<file path="src/scio_pkg.sv">
// Package of constants for the servo command and status I/O block.
// Assumes a 125 MHz APB clock and 32-bit APB data.
//
// Summary of operation
// - Enable override set: servo enable input ignored, drive treated enabled.
// - Inhibit config 0 ignores inhibit input; 1 blocks pulses while active.
// - Inhibit config 2 blocks pulses and clears accumulated position.
// - Forward limit monitored at limit config 1; config 2 acts without alarm.
// - Reverse limit monitored at limit config 1; config 2 acts without alarm.
// - Alarm clear input resets alarm status and stored alarm record.
// - Position/speed switching: mode input active selects speed control.
// - Internal speed selection: mode input selects internal speed value.
// - Mode function four: mode input starts internal pulse motion.
// - Pulse formats: 0 pulse+direction, 1 forward/reverse, 2 quadrature.
// - Zero mark is an open-collector output to output common ground.
// - Encoder A/B outputs scaled by the encoder divider setting.
// - Encoder index pulse output as a differential pair.
package scio_pkg;

  // --------------------------------------------------------------------------
  // Register offsets
  // --------------------------------------------------------------------------
  localparam logic [7:0] SCIO_CTRL_OFF = 8'h00;
  localparam logic [7:0] SCIO_SPEED_OFF = 8'h04;
  localparam logic [7:0] SCIO_DIV_OFF = 8'h08;
  localparam logic [7:0] SCIO_STAT_OFF = 8'h0C;
  localparam logic [7:0] SCIO_POS_OFF = 8'h10;
  localparam logic [7:0] SCIO_IRQ_OFF = 8'h14;
  localparam logic [7:0] SCIO_MASK_OFF = 8'h18;
  localparam logic [7:0] SCIO_ALREC_OFF = 8'h1C;

  // --------------------------------------------------------------------------
  // Control register fields
  // --------------------------------------------------------------------------
  localparam int SCIO_C_OVR = 0;
  localparam int SCIO_C_INH = 1;
  localparam int SCIO_C_LIM = 3;
  localparam int SCIO_C_MODE = 5;
  localparam int SCIO_C_FMT = 8;
  localparam int SCIO_C_ALM = 10;
  localparam logic [31:0] SCIO_CTRL_RESET = 32'h0000_0000;

  // Interrupt bits
  localparam int SCIO_I_ALARM = 0;
  localparam int SCIO_I_FWDLIM = 1;
  localparam int SCIO_I_REVLIM = 2;
  localparam int SCIO_I_REFUSED = 3;
  localparam int SCIO_I_START = 4;
  localparam int SCIO_NIRQ = 5;

  // Mode function and format codes
  localparam logic [2:0] SCIO_MF_POSSPD = 3'h1;
  localparam logic [2:0] SCIO_MF_INTSPD = 3'h2;
  localparam logic [2:0] SCIO_MF_INTPULSE = 3'h4;
  localparam logic [1:0] SCIO_FMT_PS = 2'h0;
  localparam logic [1:0] SCIO_FMT_FR = 2'h1;
  localparam logic [1:0] SCIO_FMT_AB = 2'h2;

  // Timing: enable settle and divider reset
  localparam int SCIO_CLK_MHZ = 125;
  localparam int SCIO_EN_SETTLE_MS = 50;
  localparam int SCIO_EN_SETTLE_CYC = SCIO_EN_SETTLE_MS * 1000 * SCIO_CLK_MHZ;
  localparam logic [15:0] SCIO_DIV_RESET = 16'h0001;

endpackage : scio_pkg

</file>
<file path="src/scio_top.sv">
// Servo command and status I/O block with APB register access.
// Assumes all pin inputs are synchronous to pclk and active high.
`timescale 1ns/10ps
module scio_top #(
  parameter int SETTLE_CYC = scio_pkg::SCIO_EN_SETTLE_CYC
) (
  input wire logic pclk,
  input wire logic presetn,
  input wire logic psel,
  input wire logic penable,
  input wire logic pwrite,
  input wire logic [7:0] paddr,
  input wire logic [31:0] pwdata,
  output logic [31:0] prdata,
  output logic pready,
  output logic pslverr,
  input wire logic servo_enable_input,
  input wire logic command_pulse_inhibit,
  input wire logic forward_limit_input,
  input wire logic reverse_limit_input,
  input wire logic alarm_clear_input,
  input wire logic mode_input,
  input wire logic pulse_in,
  input wire logic sign_in,
  input wire logic motor_enc_a,
  input wire logic motor_enc_b,
  input wire logic motor_enc_z,
  input wire logic alarm_event,
  output logic drive_enabled,
  output logic settle_done,
  output logic speed_control,
  output logic internal_speed_sel,
  output logic [15:0] speed_value,
  output logic internal_start,
  output logic servo_alarm,
  output logic encoder_a_output_p,
  output logic encoder_a_output_n,
  output logic encoder_b_output_p,
  output logic encoder_b_output_n,
  output logic encoder_index_output_p,
  output logic encoder_index_output_n,
  output logic zero_mark_oc_output,
  output logic zero_mark_oc_oe_n,
  output logic irq
);
  import scio_pkg::*;

  // --------------------------------------------------------------------------
  // Registers and state
  // --------------------------------------------------------------------------
  logic [31:0] ctrl;
  logic [15:0] internal_speed_param;
  logic [15:0] encoder_divider_param;
  logic [31:0] position_acc;
  logic [SCIO_NIRQ-1:0] irq_stat;
  logic [SCIO_NIRQ-1:0] irq_mask;
  logic [SCIO_NIRQ-1:0] irq_event;
  logic [7:0] alarm_record;
  logic [31:0] settle_cnt;
  logic enc_a_d;
  logic enc_b_d;

  logic enable_override_param;
  logic [1:0] inhibit_config_param;
  logic [1:0] limit_config_param;
  logic [2:0] mode_function_param;
  logic [1:0] pulse_format;
  logic [7:0] alarm_code;

  // Control register fields
  assign enable_override_param = ctrl[SCIO_C_OVR];
  assign inhibit_config_param = ctrl[SCIO_C_INH +: 2];
  assign limit_config_param = ctrl[SCIO_C_LIM +: 2];
  assign mode_function_param = ctrl[SCIO_C_MODE +: 3];
  assign pulse_format = ctrl[SCIO_C_FMT +: 2];
  assign alarm_code = ctrl[SCIO_C_ALM +: 8];

  // Access strobes; every access completes with no wait state
  logic wr_en;
  assign wr_en = psel & penable & pwrite;
  assign pready = 1'b1;

  // --------------------------------------------------------------------------
  // Input edges
  // --------------------------------------------------------------------------
  logic pul_r, pul_f, sig_r, sig_f, clr_r, md_r;
  logic ea_r, ea_f, eb_r, eb_f;

  scio_edge u_pul (.pclk(pclk), .presetn(presetn), .din(pulse_in),
    .rise(pul_r), .fall(pul_f));
  scio_edge u_sig (.pclk(pclk), .presetn(presetn), .din(sign_in),
    .rise(sig_r), .fall(sig_f));
  scio_edge u_clr (.pclk(pclk), .presetn(presetn), .din(alarm_clear_input),
    .rise(clr_r), .fall());
  scio_edge u_md (.pclk(pclk), .presetn(presetn), .din(mode_input),
    .rise(md_r), .fall());
  scio_edge u_ea (.pclk(pclk), .presetn(presetn), .din(motor_enc_a),
    .rise(ea_r), .fall(ea_f));
  scio_edge u_eb (.pclk(pclk), .presetn(presetn), .din(motor_enc_b),
    .rise(eb_r), .fall(eb_f));

  // --------------------------------------------------------------------------
  // Enable, limits and mode
  // --------------------------------------------------------------------------
  logic enabled_raw;
  logic fwd_block, rev_block;
  logic inhibit_block, inhibit_clear;

  // Override forces enable
  assign enabled_raw = enable_override_param | servo_enable_input;

  // Limit active in config 1 or 2
  assign fwd_block = forward_limit_input &&
    (limit_config_param == 2'h1 || limit_config_param == 2'h2);
  assign rev_block = reverse_limit_input &&
    (limit_config_param == 2'h1 || limit_config_param == 2'h2);

  // Inhibit behaviour by configuration
  assign inhibit_block = command_pulse_inhibit &&
    inhibit_config_param != 2'h0;
  assign inhibit_clear = command_pulse_inhibit &&
    inhibit_config_param == 2'h2;

  // Settle timer after enable; status only, controller keeps the wait
  always_ff @(posedge pclk or negedge presetn) begin
    if (!presetn) begin
      settle_cnt <= 32'h0000_0000;
      settle_done <= 1'b0;
    end else if (!enabled_raw) begin
      settle_cnt <= 32'h0000_0000;
      settle_done <= 1'b0;
    end else if (settle_cnt >= 32'(SETTLE_CYC - 1)) begin
      settle_done <= 1'b1;
    end else begin
      settle_cnt <= settle_cnt + 32'h0000_0001;
    end
  end

  // Registered drive status outputs
  always_ff @(posedge pclk or negedge presetn) begin
    if (!presetn) begin
      drive_enabled <= 1'b0;
      speed_control <= 1'b0;
      internal_speed_sel <= 1'b0;
      speed_value <= 16'h0000;
      internal_start <= 1'b0;
    end else begin
      drive_enabled <= enabled_raw;
      speed_control <= mode_function_param == SCIO_MF_POSSPD &&
        mode_input;
      internal_speed_sel <= mode_function_param == SCIO_MF_INTSPD &&
        mode_input;
      speed_value <= (mode_function_param == SCIO_MF_INTSPD && mode_input)
        ? internal_speed_param : 16'h0000;
      internal_start <= mode_function_param == SCIO_MF_INTPULSE &&
        md_r && enabled_raw;
    end
  end

  // --------------------------------------------------------------------------
  // Command pulse decoder
  // --------------------------------------------------------------------------
  logic step;
  logic dir_fwd;

  // Step and direction per format
  always_comb begin
    step = 1'b0;
    dir_fwd = 1'b1;
    case (pulse_format)
      SCIO_FMT_PS: begin
        step = pul_r;
        dir_fwd = ~sign_in;
      end
      SCIO_FMT_FR: begin
        step = pul_r | sig_r;
        dir_fwd = pul_r;
      end
      SCIO_FMT_AB: begin
        // Every edge counts; A leading B is forward
        step = pul_r | pul_f | sig_r | sig_f;
        dir_fwd = (pul_r | pul_f) ? (pulse_in != sign_in)
          : (pulse_in == sign_in);
      end
      default: begin
        step = 1'b0;
        dir_fwd = 1'b1;
      end
    endcase
  end

  // Step gating by enable, inhibit and travel limits
  logic accept;
  logic refused;
  assign refused = step && enabled_raw && !inhibit_block &&
    ((dir_fwd && fwd_block) || (!dir_fwd && rev_block));
  assign accept = step && enabled_raw && !inhibit_block && !refused;

  // Position accumulator
  always_ff @(posedge pclk or negedge presetn) begin
    if (!presetn) begin
      position_acc <= 32'h0000_0000;
    end else if (inhibit_clear || !enabled_raw) begin
      position_acc <= 32'h0000_0000;
    end else if (accept) begin
      position_acc <= dir_fwd ? position_acc + 32'h0000_0001
        : position_acc - 32'h0000_0001;
    end
  end

  // --------------------------------------------------------------------------
  // Alarm
  // --------------------------------------------------------------------------
  // Limit alarm only in limit config 1
  logic lim_alarm;
  assign lim_alarm = limit_config_param == 2'h1 &&
    (forward_limit_input || reverse_limit_input);

  // Alarm latch; a standing alarm wins over the clear edge
  always_ff @(posedge pclk or negedge presetn) begin
    if (!presetn) begin
      servo_alarm <= 1'b0;
      alarm_record <= 8'h00;
    end else if (alarm_event || lim_alarm) begin
      servo_alarm <= 1'b1;
      alarm_record <= alarm_event ? alarm_code : 8'hFF;
    end else if (clr_r) begin
      servo_alarm <= 1'b0;
      alarm_record <= 8'h00;
    end
  end

  // --------------------------------------------------------------------------
  // Encoder outputs
  // --------------------------------------------------------------------------
  // Motor encoder step and direction
  logic enc_step, enc_dir, ea_q, eb_q;
  assign enc_step = ea_r | ea_f | eb_r | eb_f;
  assign enc_dir = (ea_r | ea_f) ? (motor_enc_a != motor_enc_b)
    : (motor_enc_a == motor_enc_b);

  scio_encdiv u_div (.pclk(pclk), .presetn(presetn), .step(enc_step),
    .dir_fwd(enc_dir), .divider(encoder_divider_param),
    .enc_a(ea_q), .enc_b(eb_q));

  // Differential pairs and open-collector zero mark
  always_ff @(posedge pclk or negedge presetn) begin
    if (!presetn) begin
      encoder_a_output_p <= 1'b0;
      encoder_a_output_n <= 1'b1;
      encoder_b_output_p <= 1'b0;
      encoder_b_output_n <= 1'b1;
      encoder_index_output_p <= 1'b0;
      encoder_index_output_n <= 1'b1;
      zero_mark_oc_oe_n <= 1'b1;
    end else begin
      encoder_a_output_p <= ea_q;
      encoder_a_output_n <= ~ea_q;
      encoder_b_output_p <= eb_q;
      encoder_b_output_n <= ~eb_q;
      encoder_index_output_p <= motor_enc_z;
      encoder_index_output_n <= ~motor_enc_z;
      zero_mark_oc_oe_n <= ~motor_enc_z;
    end
  end
  assign zero_mark_oc_output = 1'b0;

  // --------------------------------------------------------------------------
  // Interrupts
  // --------------------------------------------------------------------------
  // Interrupt sources, limits on onset only
  assign irq_event = {internal_start, refused, rev_block & ~enc_b_d,
    fwd_block & ~enc_a_d, alarm_event | lim_alarm};

  // Previous limit block levels for onset detection
  always_ff @(posedge pclk or negedge presetn) begin
    if (!presetn) begin
      enc_a_d <= 1'b0;
      enc_b_d <= 1'b0;
    end else begin
      enc_a_d <= fwd_block;
      enc_b_d <= rev_block;
    end
  end

  // Set wins over write-one-to-clear
  always_ff @(posedge pclk or negedge presetn) begin
    if (!presetn) begin
      irq_stat <= '0;
    end else begin
      irq_stat <= (irq_stat & ~((wr_en && paddr == SCIO_IRQ_OFF) ?
        pwdata[SCIO_NIRQ-1:0] : '0)) | irq_event;
    end
  end
  assign irq = |(irq_stat & irq_mask);

  // --------------------------------------------------------------------------
  // APB registers
  // --------------------------------------------------------------------------
  // Writable registers
  always_ff @(posedge pclk or negedge presetn) begin
    if (!presetn) begin
      ctrl <= SCIO_CTRL_RESET;
      internal_speed_param <= 16'h0000;
      encoder_divider_param <= SCIO_DIV_RESET;
      irq_mask <= '0;
    end else if (wr_en) begin
      case (paddr)
        SCIO_CTRL_OFF: ctrl <= pwdata & 32'h0003_FFFF;
        SCIO_SPEED_OFF: internal_speed_param <= pwdata[15:0];
        SCIO_DIV_OFF: encoder_divider_param <= pwdata[15:0];
        SCIO_MASK_OFF: irq_mask <= pwdata[SCIO_NIRQ-1:0];
        default: ;
      endcase
    end
  end

  // Error response for holes and unaligned addresses
  logic map_hit;
  assign map_hit = paddr[1:0] == 2'h0 && paddr <= SCIO_ALREC_OFF;
  assign pslverr = psel & penable & ~map_hit;

  // Read data, registered
  always_ff @(posedge pclk or negedge presetn) begin
    if (!presetn) begin
      prdata <= 32'h0000_0000;
    end else if (psel && !penable && !pwrite) begin
      case (paddr)
        SCIO_CTRL_OFF: prdata <= ctrl;
        SCIO_SPEED_OFF: prdata <= {16'h0000, internal_speed_param};
        SCIO_DIV_OFF: prdata <= {16'h0000, encoder_divider_param};
        SCIO_STAT_OFF: prdata <= {24'h00_0000, settle_done, servo_alarm,
          rev_block, fwd_block, inhibit_block, speed_control,
          drive_enabled, mode_input};
        SCIO_POS_OFF: prdata <= position_acc;
        SCIO_IRQ_OFF: prdata <= {27'h000_0000, irq_stat};
        SCIO_MASK_OFF: prdata <= {27'h000_0000, irq_mask};
        SCIO_ALREC_OFF: prdata <= {24'h00_0000, alarm_record};
        default: prdata <= 32'h0000_0000;
      endcase
    end
  end
endmodule : scio_top

</file>
<file path="src/scio_edge.sv">
// Edge detector for one synchronous input; previous value registered, rise and fall not.
// Assumes the input is already synchronous to pclk.
`timescale 1ns/10ps
module scio_edge (
  input wire logic pclk,
  input wire logic presetn,
  input wire logic din,
  output logic rise,
  output logic fall
);
  logic prev;

  // Previous value
  always_ff @(posedge pclk or negedge presetn) begin
    if (!presetn) begin
      prev <= 1'b0;
    end else begin
      prev <= din;
    end
  end

  assign rise = din & ~prev;
  assign fall = ~din & prev;
endmodule : scio_edge

</file>
<file path="src/scio_encdiv.sv">
// Encoder A/B scaler: regenerates quadrature from divided step counts.
// Assumes step and direction pulses from the motor encoder count.
`timescale 1ns/10ps
module scio_encdiv (
  input wire logic pclk,
  input wire logic presetn,
  input wire logic step,
  input wire logic dir_fwd,
  input wire logic [15:0] divider,
  output logic enc_a,
  output logic enc_b
);
  import scio_pkg::*;
  logic [15:0] cnt;
  logic [1:0] phase;

  // Divide steps; each wrap moves output phase one quarter
  always_ff @(posedge pclk or negedge presetn) begin
    if (!presetn) begin
      cnt <= 16'h0000;
      phase <= 2'h0;
    end else if (step) begin
      if (cnt + 16'h0001 >= divider) begin
        cnt <= 16'h0000;
        phase <= dir_fwd ? phase + 2'h1 : phase - 2'h1;
      end else begin
        cnt <= cnt + 16'h0001;
      end
    end
  end

  // Gray sequence 00,01,11,10 gives A leading B when forward
  always_ff @(posedge pclk or negedge presetn) begin
    if (!presetn) begin
      enc_a <= 1'b0;
      enc_b <= 1'b0;
    end else begin
      enc_a <= phase[1] ^ phase[0];
      enc_b <= phase[1];
    end
  end
endmodule : scio_encdiv

</file>
<file path="config.mk">
export PLATFORM = sky130hd
export DESIGN_NAME = scio_top
export DESIGN_NICKNAME = d
export VERILOG_FILES = /design/src/scio_pkg.sv /design/src/scio_top.sv /design/src/scio_edge.sv /design/src/scio_encdiv.sv
export SDC_FILE = /design/constraint.sdc
export NUM_CORES = 1
export LEC_CHECK = 0
export BUFFER_PORTS_ARGS = -buffer_cell sky130_fd_sc_hd__buf_2
export CAP_MARGIN = 25
export CELL_PAD_IN_SITES_DETAIL_PLACEMENT = 1
export CELL_PAD_IN_SITES_GLOBAL_PLACEMENT = 2
export CORE_MARGIN = 2
export CORE_UTILIZATION = 41
export CTS_BUF_LIST = sky130_fd_sc_hd__clkbuf_8 sky130_fd_sc_hd__clkbuf_16
export CTS_CLUSTER_SIZE = 8
export DETAILED_ROUTE_END_ITERATION = 7
export PLACE_DENSITY_LB_ADDON = 0.1
export SLEW_MARGIN = 0
export SYNTH_ARGS = -nofsm -noshare
export SYNTH_HDL_FRONTEND = slang
export SYNTH_SLANG_ARGS = --single-unit
</file>
<file path="constraint.sdc">
create_clock -name pclk -period 6.5 [get_ports pclk]
set_clock_uncertainty 0.2 [all_clocks]
set_input_delay 0.975 -clock pclk [delete_from_list [all_inputs] [get_ports pclk]]
set_output_delay 0.975 -clock pclk [all_outputs]
set_load 0.01 [all_outputs]
</file>
==> results of run 1 <==
[kinds of logic after synthesis]
group | after synthesis | share of synthesized area [%]
adder cells (fa/ha/maj) | 51 | 5.63
AO/OA/AOI/OAI | 284 | 16.8
flip-flops | 220 | 48.0
other | 2 | 0.0655
multiplexers | 62 | 6.02
XOR/XNOR | 69 | 5.27
buffers and inverters | 87 | 2.99
AND/OR/NAND/NOR | 348 | 15.2
[worst max-delay path, stage by stage]
cell,delay [ps]
sky130_fd_sc_hd__buf_2,120
sky130_fd_sc_hd__ha_1,320
sky130_fd_sc_hd__xnor2_1,190
sky130_fd_sc_hd__mux2i_1,230
sky130_fd_sc_hd__o21a_1,320
sky130_fd_sc_hd__inv_2,210
sky130_fd_sc_hd__ha_1,410
sky130_fd_sc_hd__and3_1,200
sky130_fd_sc_hd__and4_1,230
sky130_fd_sc_hd__a21boi_2,220
sky130_fd_sc_hd__o21ai_2,110
sky130_fd_sc_hd__o311a_1,390
sky130_fd_sc_hd__o21ai_2,270
sky130_fd_sc_hd__a31oi_1,170
sky130_fd_sc_hd__o31a_1,320
sky130_fd_sc_hd__o31a_1,270
[how the worst max path moves through the flow]
stage / start / endpoint / slack, ps / depth (start not counted)
2_1_floorplan: pulse_in / position_acc[28] / 1830 / 15
3_5_place_dp: pulse_in / position_acc[28] / 1170 / 16
6_report: pulse_in / position_acc[28] / 1780 / 16
4_1_cts: pulse_in / position_acc[28] / 1750 / 16
3_3_place_gp: pulse_in / position_acc[28] / 1220 / 16
5_1_grt: pulse_in / position_acc[29] / 1400 / 17
[per-stage QoR]
step	cell area (µm²)	worst slack [ps]	util [%]	hold WS, ps	total power (W)
after floorplan	11500	1830	-	154	0.00196
after global placement	12400	1220	44.8	155	0.00216
after detailed placement	12400	1170	44.8	171	0.00217
after CTS	13300	1750	48.0	182	0.00364
after global routing	13300	1400	48.1	200	0.00379
final	13300	1780	48.1	151	0.00360
[sequential cells by signal (all words and copies together), names as in the netlist, 2 cells and up]
name,cells
position_acc,32
prdata,32
u_div.phase,2
u_div.cnt,16
irq_stat,5
ctrl,18
encoder_divider_param,16
irq_mask,5
internal_speed_param,16
speed_value,16
alarm_record,8
settle_cnt,32
[placed cells by master, fill, tap and decap left out, types with 40 or more instances in the layout]
master,count
sky130_fd_sc_hd__inv_1,56
sky130_fd_sc_hd__nor2_1,77
sky130_fd_sc_hd__ha_1,50
sky130_fd_sc_hd__o21ai_0,73
sky130_fd_sc_hd__a21oi_1,61
sky130_fd_sc_hd__dfrtp_1,216
sky130_fd_sc_hd__buf_2,104
sky130_fd_sc_hd__nand3_1,43
sky130_fd_sc_hd__nand2_1,90
sky130_fd_sc_hd__xnor2_1,40
sky130_fd_sc_hd__mux2_2,56
[report_power, final]
part	leakage (nW)	switching (W)	total (W)	internal, W
clock network	0.488	0.000609	0.00145	0.000845
logic	3.05	0.000388	0.000634	0.000246
registers	2.99	0.0000665	0.00151	0.00145
[per-layer routing]
layer	GRT usage [%]	vias to the layer above	routed length, µm
met2	38.2	150	15700
met3	3.06	39	1300
met4	4.16	2	541
met5	0	-	13
li1	-	4270	-
met1	33.7	4594	15900
[area by class of cell]
cell class	instances	area, µm²
clock buffers	31	776
clock inverters	19	87.6
fillers	3090	14400
inverters	39	146
multi-input cells	816	5640
flip-flops and latches	220	5510
well taps	378	473
repair buffers	117	646
==> summary.md, run 1 <==
| Metric | Value |
|---|---|
| Element type at the critical path start | primary input |
| Number of global-route vias before repair | between 9000 and 10000 |
| Crit path DAT | 4970 ps |
| Ports placed on the boundary | roughly 120 |
| Final TNS setup | 0 ps |
| Number of hold violations in the final report | 0 |
| Clock buffers created by TritonCTS | 31 |
| Most repeated cell in the gate-level netlist after synthesis | sky130_fd_sc_hd__dfrtp_1 |
| Clock slew at the register clock pins of the worst setup and hold paths | 60 ps |
| Seq cells post-synth | 220 |
| Area Growth Syn to Fin | 15.8% |
| Number of antenna violations at the first check in global routing | 1 |
| Category of the worst setup path capture point | flop |
| Final number of setup-violating endpoints | 0 |
| Required time of the critical path | 6750 ps |
| Latest clock arrival within the worst-skew pair | 570 ps |
| Count of synthesis-stage warnings from yosys | 0 |
| Horizontal die dimension | approximately 170 µm |
| Headroom to the max-slew limit | between 30% and 40% |
| Top cell type's share of synthesized area | between 40% and 50% |
| Weighted congestion at the end of routability-driven global placement | roughly 0.87 |
| Pin count of the biggest net entering global routing | ~150 |
| Actual transition at the worst max-transition pin | about 1000 ps |
| Number of port buffers | about 110 |
| Clock Sink Count | 220 |
| Via count | 9055 |
| NumNets Final | ~1300 |
| Non-filler cells, final | 1620 |
| Worst-case clock buffer depth | 3 |
| Total Wirelength | roughly 34000 µm |
| Yosys top cell by area | sky130_fd_sc_hd__dfrtp_1 |
| Max-capacitance violation count | 0 |
| Number of violations reported at the end of detailed-routing iteration 0 | around 600 |
| Origin of the critical flop-to-flop path | u_div.cnt[0] |
| Remaining routing DRC violations | 0 |
| Cell total after placement | between 1500 and 2000 |
| Wire length of the first global-routing pass | approximately 54000 µm |
| Post-route minimum period | 4720 ps |
| R2r setup slk | 1900 ps |
| CTS tree | done |
| Clock root buffer master | sky130_fd_sc_hd__clkbuf_16 |
| Worst min path class | in -> async |
| Hold-fix buffer count after cts | 0 |
| Count of unique library cells instantiated by Yosys | 70 |
| Total congestion overflow after global routing | 0 |
| HPWL after DPL | ~24000 µm |
| Final slew viol count | 0 |
| Number of cells produced by synthesis | approximately 1100 |
| Async set or reset register ratio after synthesis | between 90% and 100% |
| Most used flip-flop cell after synthesis | sky130_fd_sc_hd__dfrtp_1 |
| Floorplan die area | roughly 29000 µm² |
| Average wire per standard cell | ~21 µm |
| Total routing resource utilization after global routing | roughly a quarter |
| Number of vias per cell after detailed routing | roughly 5.6 |
| Standard-cell row count | just over 60 |
| Period utilization | ~73% |
| Fmax achieved | 0.212 GHz |
| Number of instances resized during post-cts repair | 0 |
| Terminus of the critical flop-to-flop path | u_div.cnt[0] |
| Post-CTS Repair Setup Buffers | 0 |
| CORE AREA | between 20000 and 30000 µm² |
| Share of cells above drive strength 1 | 18.8% |
| Total nets after synthesis | ~1200 |
| Maximum resistive drop on vdd | around 190 µV |
| Y dimension of the die | approximately 170 µm |
| Worst r2r path cells | 15 |
| Antenna-violating nets left | 0 |
| Share of synthesized area occupied by flip-flops and latches | 48.0% |
| Commonest cells in the synthesized netlist | 216 x sky130_fd_sc_hd__dfrtp_1, 90 x sky130_fd_sc_hd__nand2_1, 80 x sky130_fd_sc_hd__nor2_1, 73 x sky130_fd_sc_hd__o21ai_0, 61 x sky130_fd_sc_hd__a21oi_1 |
| Diodes inserted | 0 |
| Starting Density | between 40% and 50% |
| Outcome | completed |
| Type of the setup path with the least slack | in -> reg |
| Largest cells by area after synthesis | sky130_fd_sc_hd__dfrtp_1 47%, sky130_fd_sc_hd__mux2_2 5.5%, sky130_fd_sc_hd__ha_1 5.5% |
| Worst-path maximum fanout | 13 |
| CTS H-tree lvls | 1 |
| Pre-Repair DR Iteration Count | 6 |
| Setup repair after global routing missed its margin | no |
| Number of enable-type register cells in the synthesized netlist | 0 |
| Cell area after synthesis | between 10000 and 15000 µm² |
| Leakage | roughly 6.5 nW |
| Post-Syn Area per Cell | between 10 and 15 µm² |
| Power density relative to cell area | 271 nW/µm² |
No activity file was read; power rests on OpenSTA's default activity.
==> run 2, diff against run 1 <==
CORE_UTILIZATION = 38   (was 41)
clock period = 4.4 ns   (was 6.5 ns; I/O delays follow)
==> summary.md, run 2 (same netlist as run 1, synthesis figures left out) <==
| Metric | Value |
|---|---|
| Outcome | completed |
| Share of cells above drive strength 1 | 22.9% (+4.1 points) |
| Number of vias per cell after detailed routing | 5.49 (-1.8%) |
| Power density relative to cell area | 398 nW/µm² (+47%) |
| Ports placed on the boundary | 122 (unchanged) |
| Worst-case clock buffer depth | 3 (unchanged) |
| Highest-delay cell along the critical path | sky130_fd_sc_hd__o41ai_2 |
| Wire length of the first global-routing pass | 55900 µm (+3.9%) |
| Headroom to the max-slew limit | 29.1% (-3.5 points) |
| Critical Path Start | u_pul.prev |
| Clock root buffer master | sky130_fd_sc_hd__clkbuf_16 |
| Starting Density | 38.6% (-2.9 points) |
| Leakage | 6.83 nW (+4.7%) |
| Number of antenna violations at the first check in global routing | 1 (unchanged) |
| Y dimension of the die | 178 µm (+3.8%) |
| Total power consumption of the routed design | 0.00549 W (+53%) |
| Remaining routing DRC violations | 0 (unchanged) |
| Worst-path maximum fanout | 11 (-2) |
| Cell internal power dissipation | 0.00388 W (+53%) |
| CTS H-tree lvls | 1 (unchanged) |
| Average wire per standard cell | 20.8 µm (+0.38%) |
| Origin of the critical flop-to-flop path | u_pul.prev |
| HPWL after DPL | 25500 µm (+7.6%) |
| Actual transition at the worst max-transition pin | 1060 ps (+50.2 ps) |
| Highest-count cells in the layout ignoring fill and taps | 216 x sky130_fd_sc_hd__dfrtp_1, 104 x sky130_fd_sc_hd__buf_2, 90 x sky130_fd_sc_hd__nand2_1 |
| Fraction of power spent switching nets | 29.3% (-0.23 points) |
| Element type at the critical path start | flop |
| Capture point of the critical path | position_acc[31] |
| Via count | 9285 (+2.5%) |
| Cell total after placement | 1642 (+4.7%) |
| Standard-cell row count | 63 (+3.3%) |
| Net switching power | 0.00161 W (+51%) |
| Terminus of the critical flop-to-flop path | position_acc[31] |
| Final TNS setup | 0 ps (unchanged) |
| Biggest cell delay along the critical path | 430 ps (+20 ps) |
| Post-route minimum period | 4070 ps |
| Floorplan die area | 31600 µm² (+7.7%) |
| Number of violations reported at the end of detailed-routing iteration 0 | 455 (-24%) |
| Diodes inserted | 0 (unchanged) |
| Final number of setup-violating endpoints | 0 (unchanged) |
| Post-CTS Repair Setup Buffers | 0 (unchanged) |
| CTS tree | done |
| Number of port buffers | 105 (unchanged) |
| Relative contribution of sequential cells to total power | 40.7% (-1.3 points) |
| Weighted congestion at the end of routability-driven global placement | 0.871 (+0.60%) |
| Period utilization | 92.5% |
| Total Wirelength | 35100 µm (+4.8%) |
| Total routing resource utilization after global routing | 22.7% (-0.67 points) |
| Cell breakdown of the critical path | inv_1, ha_1, xnor2_2, mux2i_1, o21a_1, inv_2, buf_4, ha_1, o21ai_1, o21bai_1, nor3b_1, o31ai_1, a21oi_2, o41ai_2, a32oi_1, a2111oi_2, o41ai_2 |
| Final design utilization | 46.5% (-1.6 points) |
| Max-capacitance violation count | 0 (unchanged) |
| Worst r2r path cells | 17 (+2) |
| Horizontal die dimension | 178 µm (+3.8%) |
| Clock Power Share | 39.2% (-1.2 points) |
| Worst min path class | in -> reg |
| Category of the worst setup path capture point | flop |
| Pre-Repair DR Iteration Count | 6 (unchanged) |
| Type of the setup path with the least slack | reg -> reg |
| Pin count of the biggest net entering global routing | 93 (-37%) |
| Commonest non-fill, non-tap cell in the layout | sky130_fd_sc_hd__dfrtp_1 |
| Proportion of power drawn by combinational gates | 20.1% (+2.5 points) |
| NumNets Final | 1396 (+4.7%) |
| Fmax achieved | 0.246 GHz |
| CORE AREA | 29700 µm² (+7.6%) |
| Non-filler cells, final | 1691 (+4.4%) |
| Clock buffers created by TritonCTS | 31 (unchanged) |
| Latest clock arrival within the worst-skew pair | 560 ps (about the same) |
| Final slew viol count | 0 (unchanged) |
| Required time of the critical path | 4620 ps (-2130 ps) |
| Area Growth Syn to Fin | 20.4% |
| Maximum resistive drop on vdd | 311 µV (+62%) |
| Largest registers | position_acc x32, prdata x32, settle_cnt x32 |
| Total congestion overflow after global routing | 0 (unchanged) |
| Worst hold slack | 29.2 ps (-122 ps) |
| Clock slew at the register clock pins of the worst setup and hold paths | 50 ps (about the same) |
| Number of global-route vias before repair | 9791 (+4.9%) |
| Antenna-violating nets left | 0 (unchanged) |
| Crit path DAT | 4300 ps (-670 ps) |
| Clock Sink Count | 220 (unchanged) |
| Number of hold violations in the final report | 0 (unchanged) |
| R2r setup slk | 330 ps (-1570 ps) |
[run 2: cell count changes in the layout (fill, tap and decap cells not counted), sizes merged]
| cell | previous run | this run |
|---|---|---|
| inv | 58 | 53 |
| buf | 117 | 178 |
| dlygate4sd3 | 0 | 2 |
| clkbuf | 31 | 32 |
[run 2: critical path: cells and delay by family (launching register included)]
kind	cells	cell delay, ps
compound gates	9	1990
xor+xnor	1	150
fa+ha+maj	2	620
buf+inv	3	350
simple gates	1	100
mux	1	210
flops	1	320
[run 2: layer usage]
layer | wire, µm | up-vias | global-route usage [%]
met5 | 13 | - | 0
met4 | 757 | 2 | 5.60
met3 | 1160 | 46 | 2.57
met2 | 16600 | 159 | 37.9
met1 | 16600 | 4702 | 31.6
li1 | - | 4376 | -
[run 2: what timing repair did]
item,4_1_cts,5_1_grt
hold buffers,2,0
gates resized for setup,0,6
endpoints found under the hold margin,88,0
endpoints found under the setup margin,0,1
[run 2: how the worst min path moves through the flow]
stage	start	end	slack [ps]	cells past startpoint
6_report	alarm_clear_input	u_clr.prev	30	1
5_1_grt	alarm_clear_input	u_clr.prev	9	1
4_1_cts	alarm_clear_input	u_clr.prev	3	1
3_5_place_dp	u_div.enc_b	encoder_b_output_p	160	0
3_3_place_gp	u_div.enc_b	encoder_b_output_p	160	0
2_1_floorplan	u_div.enc_a	encoder_a_output_p	150	0
[run 2: final cells by class]
class | instances | area (µm²)
fillers | 3346 | 15900
inverters | 39 | 146
well taps | 390 | 488
clock buffers | 32 | 790
repair buffers | 180 | 1140
multi-input cells | 816 | 5670
clock inverters | 14 | 68.8
flip-flops and latches | 220 | 5510
[run 2: through the flow]
step | worst slack [ps] | area (µm²)
2_1_floorplan | 45.0 | 11500
3_3_place_gp | -38.1 | 12900
3_5_place_dp | -86.8 | 12900
4_1_cts | 318 | 13800
5_1_grt | -20.0 | 13800
6_report | 329 | 13800
[run 2: power groups by stage]
stage	registers (W)	clock network [W]	logic [W]
floorplan	0.00224	0	0.000650
CTS	0.00224	0.00221	0.00111
global placement	0.00226	0	0.00108
finish	0.00223	0.00215	0.00110
detailed placement	0.00227	0	0.00110
global route	0.00225	0.00229	0.00124
